[src/dvmc_pkg.sv]
// Purpose: shared constants for the drive velocity mode control block
// Assumes: 10 MHz system clock, parameters addressed by fieldbus word address
// Notes: velocities are in RPM
package dvmc_pkg;

  // ************************************************************
  // parameter addresses
  // ************************************************************
  localparam logic [15:0] ADDR_PROFILE_TARGET = 16'h1b1a;
  localparam logic [15:0] ADDR_SPEED_SOURCE = 16'h1b22;
  localparam logic [15:0] ADDR_SPEED_REF = 16'h2108;
  localparam logic [15:0] ADDR_OPMODE = 16'h1b26;
  localparam logic [15:0] ADDR_STATUS = 16'h1b28;

  // ************************************************************
  // reset values
  // ************************************************************
  localparam logic [31:0] RST_PROFILE_TARGET = 32'h0000_0000;
  localparam logic [15:0] RST_SPEED_SOURCE = 16'h0000;
  localparam logic [15:0] RST_SPEED_REF = 16'h0000;
  localparam logic [15:0] RST_OPMODE = 16'h0000;

  // ************************************************************
  // codes and limits
  // ************************************************************
  localparam logic [15:0] SRC_NONE = 16'h0000;
  localparam logic [15:0] SRC_PARAM = 16'h0002;
  localparam logic [15:0] OPMODE_PROFILE_VEL = 16'h0003;
  localparam logic [15:0] OPMODE_SPEED_CTRL = 16'hfffd;
  // -30000 and +30000 rpm as 16-bit two's complement
  localparam logic [15:0] SPEED_REF_MIN = 16'h8ad0;
  localparam logic [15:0] SPEED_REF_MAX = 16'h7530;
  localparam int STAT_REACHED_BIT = 10;
  localparam int STAT_ZERO_BIT = 12;

  // ************************************************************
  // timing
  // ************************************************************
  localparam int CLK_PERIOD_NS = 100;
  localparam int RAMP_TICK_NS = 1000000;
  localparam int RAMP_TICK_CYCLES = RAMP_TICK_NS / CLK_PERIOD_NS;
  localparam logic [15:0] RAMP_STEP_RPM = 16'h0010;

  typedef enum logic [1:0] {
    VM_IDLE = 2'b00,
    VM_SPEED = 2'b01,
    VM_PROFILE = 2'b10
  } dvmc_state_type;

endpackage

[src/dvmc_top.sv]
// Purpose: velocity operating modes of an integrated drive
// Assumes: parameter port driven by fieldbus logic on i_sys_clk
// Notes: halt, quick stop and fault come from the common drive logic
//
// What this block and its master do
// opmode write switches mode at once
// master sets speed source to 2 first
// source 0 is none, 2 is parameter
// speed reference write starts speed movement
// speed control applies reference without ramp
// master keeps control bits 4-6 zero
// speed control: status bits 10, 12 reserved
// leave mode on standstill after stop cause
// speed reference signed 16, +-30000, reset 0
// speed command clamped to maximum speed
// profile velocity ramps toward target
// profile target write starts movement
// profile: bit 10 marks target reached
// profile: bit 12 marks zero velocity
// profile target clamped to both ceilings
// movement starts only over the fieldbus
`timescale 1ns/100ps
module dvmc_top #(
  parameter int RAMP_TICK_CYCLES = dvmc_pkg::RAMP_TICK_CYCLES,
  parameter logic [15:0] RAMP_STEP_RPM = dvmc_pkg::RAMP_STEP_RPM
) (
  // clock and reset
  input wire logic i_sys_clk,
  input wire logic i_rst_b,
  // fieldbus parameter access
  input wire logic i_par_wr,
  input wire logic i_par_rd,
  input wire logic [15:0] i_par_addr,
  input wire logic [31:0] i_par_wdata,
  output logic [31:0] o_par_rdata,
  output logic o_par_rvalid,
  // drive context
  input wire logic i_halt,
  input wire logic i_quick_stop,
  input wire logic i_fault,
  input wire logic signed [31:0] i_actual_velocity,
  input wire logic [15:0] i_max_speed,
  input wire logic [15:0] i_ramp_velocity_ceiling,
  // results
  output logic signed [31:0] o_vel_cmd,
  output logic [15:0] o_drive_status_word,
  output logic [1:0] o_active_mode
);

  // ************************************************************
  // state
  // ************************************************************
  dvmc_pkg::dvmc_state_type state;
  dvmc_pkg::dvmc_state_type next_state;
  logic [15:0] operating_mode_select;
  logic [15:0] next_operating_mode_select;
  logic [15:0] speed_ref_source;
  logic [15:0] next_speed_ref_source;
  logic [15:0] speed_ref_velocity;
  logic [15:0] next_speed_ref_velocity;
  logic [31:0] profile_target_velocity;
  logic [31:0] next_profile_target_velocity;
  logic moving;
  logic next_moving;
  logic [31:0] par_rdata;
  logic [31:0] next_par_rdata;
  logic par_rvalid;
  logic [15:0] status_word;
  logic [15:0] next_status_word;
  logic [31:0] tick_cnt;
  logic [31:0] next_tick_cnt;
  logic tick;

  logic stop_req;
  logic active;
  logic opm_wr;
  logic spd_ok;
  logic [15:0] pv_lim;
  logic signed [31:0] speed_target;
  logic signed [31:0] pv_target_lim;
  logic signed [31:0] cmd_target;

  function automatic logic signed [31:0] clamp_vel(input logic signed [31:0] v,
                                                   input logic [15:0] lim);
    logic signed [31:0] hi;
    hi = $signed({16'h0000, lim});
    if (v > hi)
      return hi;
    if (v < -hi)
      return -hi;
    return v;
  endfunction

  assign stop_req = i_halt | i_quick_stop | i_fault;
  assign active = (state == dvmc_pkg::VM_SPEED) || (state == dvmc_pkg::VM_PROFILE);
  assign opm_wr = i_par_wr && (i_par_addr == dvmc_pkg::ADDR_OPMODE);
  assign spd_ok = ($signed(i_par_wdata[15:0]) >= $signed(dvmc_pkg::SPEED_REF_MIN))
               && ($signed(i_par_wdata[15:0]) <= $signed(dvmc_pkg::SPEED_REF_MAX));

  // ************************************************************
  // command target
  // ************************************************************
  always_comb
  begin
    pv_lim = (i_max_speed < i_ramp_velocity_ceiling) ? i_max_speed : i_ramp_velocity_ceiling;
    pv_target_lim = clamp_vel($signed(profile_target_velocity), pv_lim);
    speed_target = 32'sh0000_0000;
    // source none gives a zero command, the motor is held still
    if (moving && (speed_ref_source == dvmc_pkg::SRC_PARAM))
      speed_target = clamp_vel(32'($signed(speed_ref_velocity)), i_max_speed);
    cmd_target = 32'sh0000_0000;
    if (state == dvmc_pkg::VM_SPEED)
      cmd_target = speed_target;
    else if ((state == dvmc_pkg::VM_PROFILE) && moving)
      cmd_target = pv_target_lim;
  end

  // ************************************************************
  // ramp tick divider
  // ************************************************************
  always_comb
  begin
    tick = (tick_cnt == 32'(RAMP_TICK_CYCLES - 1));
    next_tick_cnt = tick ? 32'h0000_0000 : tick_cnt + 32'h0000_0001;
  end

  always_ff @(posedge i_sys_clk)
  begin
    if (!i_rst_b)
      tick_cnt <= 32'h0000_0000;
    else
      tick_cnt <= next_tick_cnt;
  end

  dvmc_ramp #(
    .STEP(RAMP_STEP_RPM)
  ) dvmc_ramp_i (
    .i_sys_clk(i_sys_clk),
    .i_rst_b(i_rst_b),
    .i_tick(tick),
    .i_bypass(state == dvmc_pkg::VM_SPEED),
    .i_target(cmd_target),
    .o_vel(o_vel_cmd)
  );

  // ************************************************************
  // mode and parameter writes
  // ************************************************************
  always_comb
  begin
    next_state = state;
    next_moving = moving;
    next_operating_mode_select = operating_mode_select;
    next_speed_ref_source = speed_ref_source;
    next_speed_ref_velocity = speed_ref_velocity;
    next_profile_target_velocity = profile_target_velocity;
    if (active && stop_req)
    begin
      next_moving = 1'b0;
      if (i_actual_velocity == 32'sh0000_0000)
        next_state = dvmc_pkg::VM_IDLE;
    end
    if (opm_wr)
    begin
      // a mode write always wins and drops any running movement
      next_operating_mode_select = i_par_wdata[15:0];
      next_moving = 1'b0;
      if (i_par_wdata[15:0] == dvmc_pkg::OPMODE_SPEED_CTRL)
        next_state = dvmc_pkg::VM_SPEED;
      else if (i_par_wdata[15:0] == dvmc_pkg::OPMODE_PROFILE_VEL)
        next_state = dvmc_pkg::VM_PROFILE;
      else
        next_state = dvmc_pkg::VM_IDLE;
    end
    else if (i_par_wr && (i_par_addr == dvmc_pkg::ADDR_SPEED_SOURCE))
    begin
      if ((i_par_wdata[15:0] == dvmc_pkg::SRC_NONE)
          || (i_par_wdata[15:0] == dvmc_pkg::SRC_PARAM))
        next_speed_ref_source = i_par_wdata[15:0];
    end
    else if (i_par_wr && (i_par_addr == dvmc_pkg::ADDR_SPEED_REF) && spd_ok)
    begin
      next_speed_ref_velocity = i_par_wdata[15:0];
      if ((state == dvmc_pkg::VM_SPEED) && !stop_req)
        next_moving = 1'b1;
    end
    else if (i_par_wr && (i_par_addr == dvmc_pkg::ADDR_PROFILE_TARGET))
    begin
      next_profile_target_velocity = i_par_wdata;
      if ((state == dvmc_pkg::VM_PROFILE) && !stop_req)
        next_moving = 1'b1;
    end
  end

  // ************************************************************
  // status word and read back
  // ************************************************************
  always_comb
  begin
    next_status_word = 16'h0000;
    if (state == dvmc_pkg::VM_PROFILE)
    begin
      next_status_word[dvmc_pkg::STAT_REACHED_BIT] = (i_actual_velocity == cmd_target);
      next_status_word[dvmc_pkg::STAT_ZERO_BIT] = (i_actual_velocity == 32'sh0000_0000);
    end
    next_par_rdata = 32'h0000_0000;
    if (i_par_rd)
    begin
      if (i_par_addr == dvmc_pkg::ADDR_OPMODE)
        next_par_rdata = {16'h0000, operating_mode_select};
      else if (i_par_addr == dvmc_pkg::ADDR_SPEED_SOURCE)
        next_par_rdata = {16'h0000, speed_ref_source};
      else if (i_par_addr == dvmc_pkg::ADDR_SPEED_REF)
        next_par_rdata = {16'h0000, speed_ref_velocity};
      else if (i_par_addr == dvmc_pkg::ADDR_PROFILE_TARGET)
        next_par_rdata = profile_target_velocity;
      else if (i_par_addr == dvmc_pkg::ADDR_STATUS)
        next_par_rdata = {16'h0000, status_word};
    end
  end

  always_ff @(posedge i_sys_clk)
  begin
    if (!i_rst_b)
    begin
      state <= dvmc_pkg::VM_IDLE;
      moving <= 1'b0;
      operating_mode_select <= dvmc_pkg::RST_OPMODE;
      speed_ref_source <= dvmc_pkg::RST_SPEED_SOURCE;
      speed_ref_velocity <= dvmc_pkg::RST_SPEED_REF;
      profile_target_velocity <= dvmc_pkg::RST_PROFILE_TARGET;
      status_word <= 16'h0000;
      par_rdata <= 32'h0000_0000;
      par_rvalid <= 1'b0;
    end
    else
    begin
      state <= next_state;
      moving <= next_moving;
      operating_mode_select <= next_operating_mode_select;
      speed_ref_source <= next_speed_ref_source;
      speed_ref_velocity <= next_speed_ref_velocity;
      profile_target_velocity <= next_profile_target_velocity;
      status_word <= next_status_word;
      par_rdata <= next_par_rdata;
      par_rvalid <= i_par_rd;
    end
  end

  assign o_par_rdata = par_rdata;
  assign o_par_rvalid = par_rvalid;
  assign o_drive_status_word = status_word;
  assign o_active_mode = state;
endmodule

[src/dvmc_ramp.sv]
// Purpose: velocity command generator, stepped ramp or direct follow
// Assumes: target magnitude well inside 32-bit range
// Notes: one step of STEP rpm per tick while ramping
`timescale 1ns/100ps
module dvmc_ramp #(
  parameter logic [15:0] STEP = dvmc_pkg::RAMP_STEP_RPM
) (
  // clock and reset
  input wire logic i_sys_clk,
  input wire logic i_rst_b,
  // control
  input wire logic i_tick,
  input wire logic i_bypass,
  input wire logic signed [31:0] i_target,
  // command
  output logic signed [31:0] o_vel
);

  logic signed [31:0] vel;
  logic signed [31:0] next_vel;
  logic signed [31:0] step;

  assign step = $signed({16'h0000, STEP});

  always_comb
  begin
    next_vel = vel;
    if (i_bypass)
      next_vel = i_target;
    else if (i_tick)
    begin
      // never overshoot: the last step lands exactly on the target
      if (i_target - vel > step)
        next_vel = vel + step;
      else if (vel - i_target > step)
        next_vel = vel - step;
      else
        next_vel = i_target;
    end
  end

  always_ff @(posedge i_sys_clk)
  begin
    if (!i_rst_b)
      vel <= 32'sh0000_0000;
    else
      vel <= next_vel;
  end

  assign o_vel = vel;

endmodule

[config.mk]
export PLATFORM = sky130hd
export DESIGN_NAME = dvmc_top
export DESIGN_NICKNAME = d
export VERILOG_FILES = /design/src/dvmc_pkg.sv /design/src/dvmc_top.sv /design/src/dvmc_ramp.sv
export SDC_FILE = /design/constraint.sdc
export NUM_CORES = 1
export LEC_CHECK = 0
export ABC_CLOCK_PERIOD_IN_PS = 30100
export CAP_MARGIN = 20
export CORE_MARGIN = 2
export CORE_UTILIZATION = 43
export CTS_CLUSTER_SIZE = 24
export DETAILED_ROUTE_END_ITERATION = 8
export DONT_BUFFER_PORTS = 1
export MAX_ROUTING_LAYER = met4
export SLEW_MARGIN = 20
export SYNTH_ARGS = -nofsm -noshare
export SYNTH_HDL_FRONTEND = slang
export SYNTH_SLANG_ARGS = --single-unit
[constraint.sdc]
create_clock -name i_sys_clk -period 30.1 [get_ports i_sys_clk]
set_input_delay 4.515 -clock i_sys_clk [delete_from_list [all_inputs] [get_ports i_sys_clk]]
set_output_delay 4.515 -clock i_sys_clk [all_outputs]
set_load 0.05 [all_outputs]
; ---- Word level (Yosys, flattened, before mapping)
; Index checks and enable logic that the tools add are counted.
; Widths: inputs -> output; s select.
[classes]
add_sub_neg = 7
bitwise = 7
muxes = 40
n_eq_ne = 13
order_cmp = 9
n_reduce_logical = 28
[op_table]
columns = operator, n
row1 = $mux 32, 16
row2 = $mux 16, 5
row3 = $eq 16x13->1 const B, 4
row4 = $gt 32x6->1 const B, 2
row5 = $neg 16->32, 2
row6 = $sub 32x32->32, 2
row7 = $eq 16x2->1 const B, 3
row8 = $add 32x1->32 const B, 1
row9 = $add 32x6->32 const B, 1
row10 = $eq 32x14->1 const B, 1
row11 = $eq 32x32->1, 1
row12 = $gt 32x17->1, 1
row13 = $logic_not 32->1, 1
row14 = $lt 16x32->1, 1
row15 = $lt 32x32->1, 1
row16 = $sub 32x6->32 const B, 1
row17 = $gt 16x17->1, 1
row18 = $eq 16x14->1 const B, 1
row19 = $eq 16x16->1 const B, 1
row20 = $ge 16x16->1 const B, 1
row21 = $le 16x16->1 const B, 1
row22 = $logic_not 16->1, 1
row23 = $lt 16x16->1, 1
row24 = $mux 1, 14
row25 = other kinds (14), 40
[word_totals]
ff_bits = 196
output_inout_bits = 83
in_bits = 119

; ---- Depth between registers and ports, before layout
[depth]
word_depth = 16
depth_mapped = 45

; ---- Cells and area by module
; From an unflattened synthesis, not the netlist that was laid out.
[unflattened]
cells_unflattened = 2585
area_unflattened_um2 = 19044.5
[by_module_without_submodules]
columns = mod, n_inst, cells_per_inst, seq_area_each_um2, area_each_um2
row1 = dvmc_top, 1, 1578, 3002.9, 12176.7
row2 = dvmc_ramp, 1, 1007, 640.6, 6867.8

; ---- Least setup slack after synthesis
; Ideal clock, no wire load.
[synth_timing]
path_type = input-to-reg
from = in i_ramp_velocity_ceiling[14]
to = reg dvmc_ramp_i.vel[5], in the netlist dvmc_ramp_i.o_vel[5]
slack_ps = 17309
arrival_ps = 12662
stages = 39
required_time_ps = 29971
cell_sequence = inv_1 > ha_1 > and4_1 > buf_2 > a211oi_1 > nand3_2 > mux2i_1 > or4_1 > clkbuf_1 > buf_1 > nor2_1 > ha_1 > a211oi_1 > nand4b_1 > a31oi_1 > o211ai_1 > or2_2 > clkbuf_1 > (+3 left out) > a21oi_1 > inv_1 > ha_1 > buf_2 > inv_1 > or4b_4 > and4_1 > a2111o_1 > or4_1 > a2111oi_2 > nand4b_1 > nor4_2 > a21o_1 > buf_6 > buf_6 > o21ai_1 > a2111oi_0 > nor2_1
[synth_via]
elab_chain_len = 16
[synth_lines]
columns = item, line
row1 = from (decl), dvmc_top.sv:43  ; input wire logic [15:0] i_ramp_velocity_ceiling,
row2 = $lt 16x16->1, dvmc_top.sv:105  ; pv_lim = (i_max_speed < i_ramp_velocity_ceiling) ? i_max_speed : i_ramp_velocity_ceiling;
row3 = $mux 16 (*), dvmc_top.sv:105
row4 = $neg 16->32, "dvmc_top.sv:89, dvmc_top.sv:90"
row5 = $lt 32x32->1, dvmc_top.sv:89  ; if (v < -hi)
row6 = $mux 1 (2 in series), dvmc_top.sv:89
row7 = $mux 32, dvmc_top.sv:91  ; return v;
row8 = $mux 32 (*), dvmc_top.sv:89
row9 = $mux 32 (*), dvmc_top.sv:114  ; else if ((state == dvmc_pkg::VM_PROFILE) && moving)
row10 = $mux 32 (*), dvmc_top.sv:112  ; if (state == dvmc_pkg::VM_SPEED)
row11 = $sub 32x32->32, dvmc_ramp.sv:35  ; else if (vel - i_target > step)
row12 = $gt 32x6->1, dvmc_ramp.sv:35
row13 = $mux 32, dvmc_ramp.sv:35
row14 = $mux 32, dvmc_ramp.sv:33  ; if (i_target - vel > step)
row15 = $mux 32, dvmc_ramp.sv:30  ; else if (i_tick)
row16 = $mux 32 (*), dvmc_ramp.sv:28  ; if (i_bypass)
row17 = to (signal assigned), dvmc_ramp.sv:47  ; vel <= next_vel;
row18 = to (decl), dvmc_ramp.sv:19  ; logic signed [31:0] vel;
; Mark *: on every way between the ends. The rest lies on a longest branch, timed or not. The select of a mux whose other input is x is not followed.
; A chain may end at the register's enable or synchronous reset.

; ---- Worst setup path in the final report
[layout_timing]
from = in i_ramp_velocity_ceiling[11]
to = reg dvmc_ramp_i.vel[31], in the netlist dvmc_ramp_i.o_vel[31]
; Same word-level chain as after synthesis.

==> results.md <==
- The run finished with clean final reports.
- The launch point of the worst reg-to-reg path is o_active_mode[1].
- The worst setup path is launched from an input pin.
- The critical path data required time is ~30 ns.
- The most used routing layer in global routing is met2.
- The final period utilization is 52.0%.
- The number of max-cap violations is 0.
- The critical path buffer and inverter count is 2.
- For met2 alone, demand over resource in global routing was 52.6%.
- STA classifies the critical path endpoint as a flip-flop.
- 0 antenna diodes ended up in the layout.
- The number of vias in the routed layout is roughly 19000.
- The maximum vdd ir drop is 0.0394 mV.
- The post-CTS setup buffer count is 0.
- Setup repair after global routing left no endpoint under its margin.
- The violation count after the first detailed-route iteration is 1885.
- Row generation in the floorplan step produced 75 rows.
- For this run the aggregate overflow at the end of global routing stands at 0.
- The arrival time of data at the critical path endpoint is 16.01 ns.
- The number of nets in the finished design is 2704.
- The instance count on the critical path is 34.
- The clock tree from TritonCTS is built.
- The fraction of final layout cells sized beyond drive strength 1 is under 10%.
- Counting stages on the worst path, the most repeated cell is sky130_fd_sc_hd__ha_1.
- Synthesis handed over a netlist of 2486 instances.
- Setup slack on the critical path of the routed design comes to between 10 and 15 ns.
- The start-to-end type of the worst setup path is input pin to flip-flop.
- The longest clock path from root to sink contains 2 buffers.
- The floorplan step defined a die boundary enclosing between 40000 and 50000 µm².
- The top cell type by total area after synthesis is sky130_fd_sc_hd__dfxtp_1.
- The tree is rooted in a sky130_fd_sc_hd__clkbuf_16.
- For this run, design rule violations remaining after detail routing come to 0.
- The areal power density over the cells is between 30 and 40 nW/µm².
- Prior to clock tree synthesis, the placed netlist has a worst setup slack of around 14 ns.
- The first detailed-routing pass took 6 iterations.
- Counting tap cells, the placed design contains a total of roughly 3000 instances.
- The most instantiated flip-flop cell in the synthesis netlist is sky130_fd_sc_hd__dfxtp_1.
- In this run the count of I/O pins placed on the die edge is just over 200.
- The synthesized netlist contains 99 unique library cells.
- The slew at the pin closest to its max-slew limit is 1.08 ns.
- The category of cells accounting for the largest share of critical-path delay is simple AND/OR/NAND/NOR gates.
- The number of hold violations in the final report is 0.
- The number of nets still failing antenna checks after routing is 0.
- The H-tree was split into 4 levels.
- The headroom to the max-slew limit is around 28%.
- For the worst flop-to-flop path, the logic depth is 24.
- The area growth from synthesis to layout is 5.38%.
- For the final routed database, the setup TNS stands at 0 ns.
- Counting flops and latches in the post-synthesis netlist gives 182.
- In the final routed layout, each cell accounts on average for about 24 µm.
- In this design, the stage delay of the slowest critical-path cell is 0.80 ns.
- Timing would allow up to ~64 MHz.
- The first global-routing pass estimated between 100000 and 150000 µm of wire.
- The number of global-route vias before repair came to roughly 18000.
- Yosys printed 0 warnings.
- After synthesis, the share of flip-flops with an asynchronous set or reset is 0%.
- The pin count of the biggest net entering global routing is 86.
- The top cell type's share of synthesized area is between 20% and 30%.
- The count of placed standard cells in the final layout, fillers left out is slightly below 3000.
- The number of buffers created by CTS is 17.
- Dividing the synthesized area by the synthesized cell count gives about 7.3 µm².
- The top cell types in the final layout, fill and taps aside, are sky130_fd_sc_hd__nand2_1 (264), sky130_fd_sc_hd__a21oi_1 (254), sky130_fd_sc_hd__nor2_1 (221).
- The floorplan step defined a core boundary enclosing 41800 µm².
- Setup violations remaining at the end of the flow were counted as 0.
- The largest fanout on the critical path is 44.
- The met3 track demand over resource in global routing is 6.96%.
- The clock reaches the later pin of the worst-skew pair after between 0.4 and 0.5 ns.
- Sorting the synthesized cells by area gives the leading types as sky130_fd_sc_hd__dfxtp_1 (20%), sky130_fd_sc_hd__ha_1 (12%), sky130_fd_sc_hd__a21oi_1 (7.0%).
- The number of buffers added to fix hold violations after cts is 0.
- The post-detailed-placement half-perimeter wirelength is around 57000 µm.
- For this block, the routed nets add up to 72400 µm of wire.
- The time the worst path needs with I/O delays and setup is 15.65 ns.
- The summed instance area of the synthesized netlist is 18100 µm².
- The initial utilization of the core area, before any placement, comes to 43.3%.
- Of the synthesized area, sequential elements account for between 20% and 30%.
- Across every metal layer, demand over resource in global routing totals 33.2%.
- The worst flop-to-flop path endpoint is dvmc_ramp_i.o_vel[31].
- The post-detailed-route via-to-cell ratio is between 6 and 7.
- From bottom edge to top edge, the die measures approximately 210 µm.
- The final setup skew is ~0.015 ns.
- The final count of pins violating max slew was 0.
- The weighted congestion at the end of routability-driven global placement is about 1.
- Fill cells in the final layout number about 4300.
- The critical path startpoint is i_ramp_velocity_ceiling[11].
- The die outline width is roughly 210 µm.
- Post-CTS repair changed the size of 0 cells.
- For this design, the slowest cell found on the critical path is sky130_fd_sc_hd__mux2i_1.
- Port buffering added 0 buffers.
- The clock transition at the registers of the reported paths is about 0.07 ns.
- The type of the tightest min-delay check is flip-flop to flip-flop.
- The leading cell type in the layout, fill and taps excluded is sky130_fd_sc_hd__nand2_1.
- The setup slack of the most critical reg-to-reg path is 20.75 ns.
- Following the worst setup path forward leads to its endpoint at dvmc_ramp_i.o_vel[31].
- Summed over all cells, the static leakage comes to about 8 nW.
- Clock tree synthesis found a total of between 150 and 200 sinks.
- The met1 track demand over resource is approximately two fifths.
- Yosys mapped a number of flops with a built-in enable equal to 0.
- The initial antenna violation count came to 0.
-- how the worst min path moves through the flow --
stage	end	cells past startpoint	slack (ns)	startpoint
2_1_floorplan	tick_cnt[0]	1	0.42	tick_cnt[0]
3_3_place_gp	tick_cnt[0]	1	0.43	tick_cnt[0]
3_5_place_dp	tick_cnt[0]	1	0.44	tick_cnt[0]
4_1_cts	tick_cnt[0]	1	0.45	tick_cnt[0]
5_1_grt	operating_mode_select[15]	2	0.47	operating_mode_select[15]
6_report	tick_cnt[0]	1	0.45	tick_cnt[0]
-- metrics by stage --
stage / hold slack (ns) / total power [mW] / cell area, µm² / util (%)
final: 0.451 / 0.740 / 19100 / 45.7
after global routing: 0.472 / 0.775 / 19100 / 45.7
after CTS: 0.452 / 0.737 / 19100 / 45.7
after detailed placement: 0.439 / 0.503 / 18500 / 44.2
after global placement: 0.428 / 0.503 / 18500 / 44.2
after floorplan: 0.418 / 0.448 / 18100 / -
-- metal layers --
layer,routed length [µm],vias to the layer above
met4,4360,0
li1,-,8942
met2,33100,973
met1,28800,9131
met3,6110,208
met5,0,-
-- registers in the layout, summed over array words and instances, names as in the netlist --
signal	count
tick_cnt	32
o_drive_status_word	2
o_par_rdata	32
o_par_rvalid	1
speed_ref_velocity	16
moving	1
profile_target_velocity	32
dvmc_ramp_i.o_vel	32
speed_ref_source	16
o_active_mode	2
operating_mode_select	16
-- synth_stat cells, drive strengths merged, types with 7 or more instances --
cell / instances
a2111oi: 12
a211oi: 31
a21o: 27
a21oi: 255
a221oi: 9
a222oi: 14
a22oi: 12
a31oi: 30
and2: 23
and3: 64
and4: 17
buf: 38
clkbuf: 105
dfxtp: 182
ha: 178
inv: 126
mux2: 24
mux2i: 43
nand2: 266
nand2b: 24
nand3: 73
nand4: 56
nor2: 224
nor2b: 13
nor3: 86
nor4: 55
o2111ai: 7
o211a: 8
o211ai: 23
o21a: 27
o21ai: 128
o221ai: 10
o22ai: 22
o31ai: 13
or2: 8
or3: 22
or4: 11
xnor2: 85
xor2: 41
-- cell families (layout without fill, tap and decap cells) --
| logic type | after synthesis | after routing | synth area share (%) |
|---|---|---|---|
| other | 1 | 14 | 0.0207 |
| AND/OR/NAND/NOR | 967 | 967 | 26.4 |
| AO/OA/AOI/OAI | 694 | 694 | 24.7 |
| flip-flops | 182 | 182 | 20.1 |
| XOR/XNOR | 127 | 127 | 6.35 |
| multiplexers | 67 | 67 | 3.87 |
| adder cells (fa/ha/maj) | 178 | 178 | 12.3 |
| buffers and inverters | 270 | 191 | 6.21 |
-- worst reg2reg max path, cell delays in order (launching register included) --
cell	delay (ns)
sky130_fd_sc_hd__dfxtp_1	0.70
sky130_fd_sc_hd__inv_1	0.10
sky130_fd_sc_hd__ha_1	0.20
sky130_fd_sc_hd__buf_4	0.25
sky130_fd_sc_hd__inv_1	0.64
sky130_fd_sc_hd__nand3_1	0.65
sky130_fd_sc_hd__a21oi_1	0.65
sky130_fd_sc_hd__o31a_1	0.66
sky130_fd_sc_hd__o21ai_0	0.28
sky130_fd_sc_hd__nand2_1	0.23
sky130_fd_sc_hd__ha_1	0.53
sky130_fd_sc_hd__and4_4	0.36
sky130_fd_sc_hd__or4b_4	0.48
sky130_fd_sc_hd__and4_1	0.26
sky130_fd_sc_hd__a2111o_1	0.27
sky130_fd_sc_hd__or4_1	0.42
sky130_fd_sc_hd__a2111oi_2	0.23
sky130_fd_sc_hd__nand4b_1	0.21
sky130_fd_sc_hd__nor4_2	0.49
sky130_fd_sc_hd__a21o_1	0.19
sky130_fd_sc_hd__buf_4	0.43
sky130_fd_sc_hd__nand3_2	0.36
sky130_fd_sc_hd__nor4_1	0.37
sky130_fd_sc_hd__a211oi_1	0.08
sky130_fd_sc_hd__o32ai_1	0.21
-- final cells by class --
cell class	count	area, µm²	area share (%)
inverters	127	477	2.50
well taps	539	674	3.54
repair buffers	32	240	1.26
flip-flops and latches	182	3640	19.1
clock buffers	20	447	2.34
multi-input cells	2047	13400	70.4
clock inverters	12	159	0.833
-- power breakdown --
group	internal [mW]	leakage [nW]	switching, mW	total (mW)
clock	0.128	0.292	0.107	0.234
sequential	0.242	1.47	0.00607	0.248
combinational	0.0956	6.13	0.162	0.258
total	0.465	7.89	0.275	0.740
No activity file was read; power rests on OpenSTA's default activity.
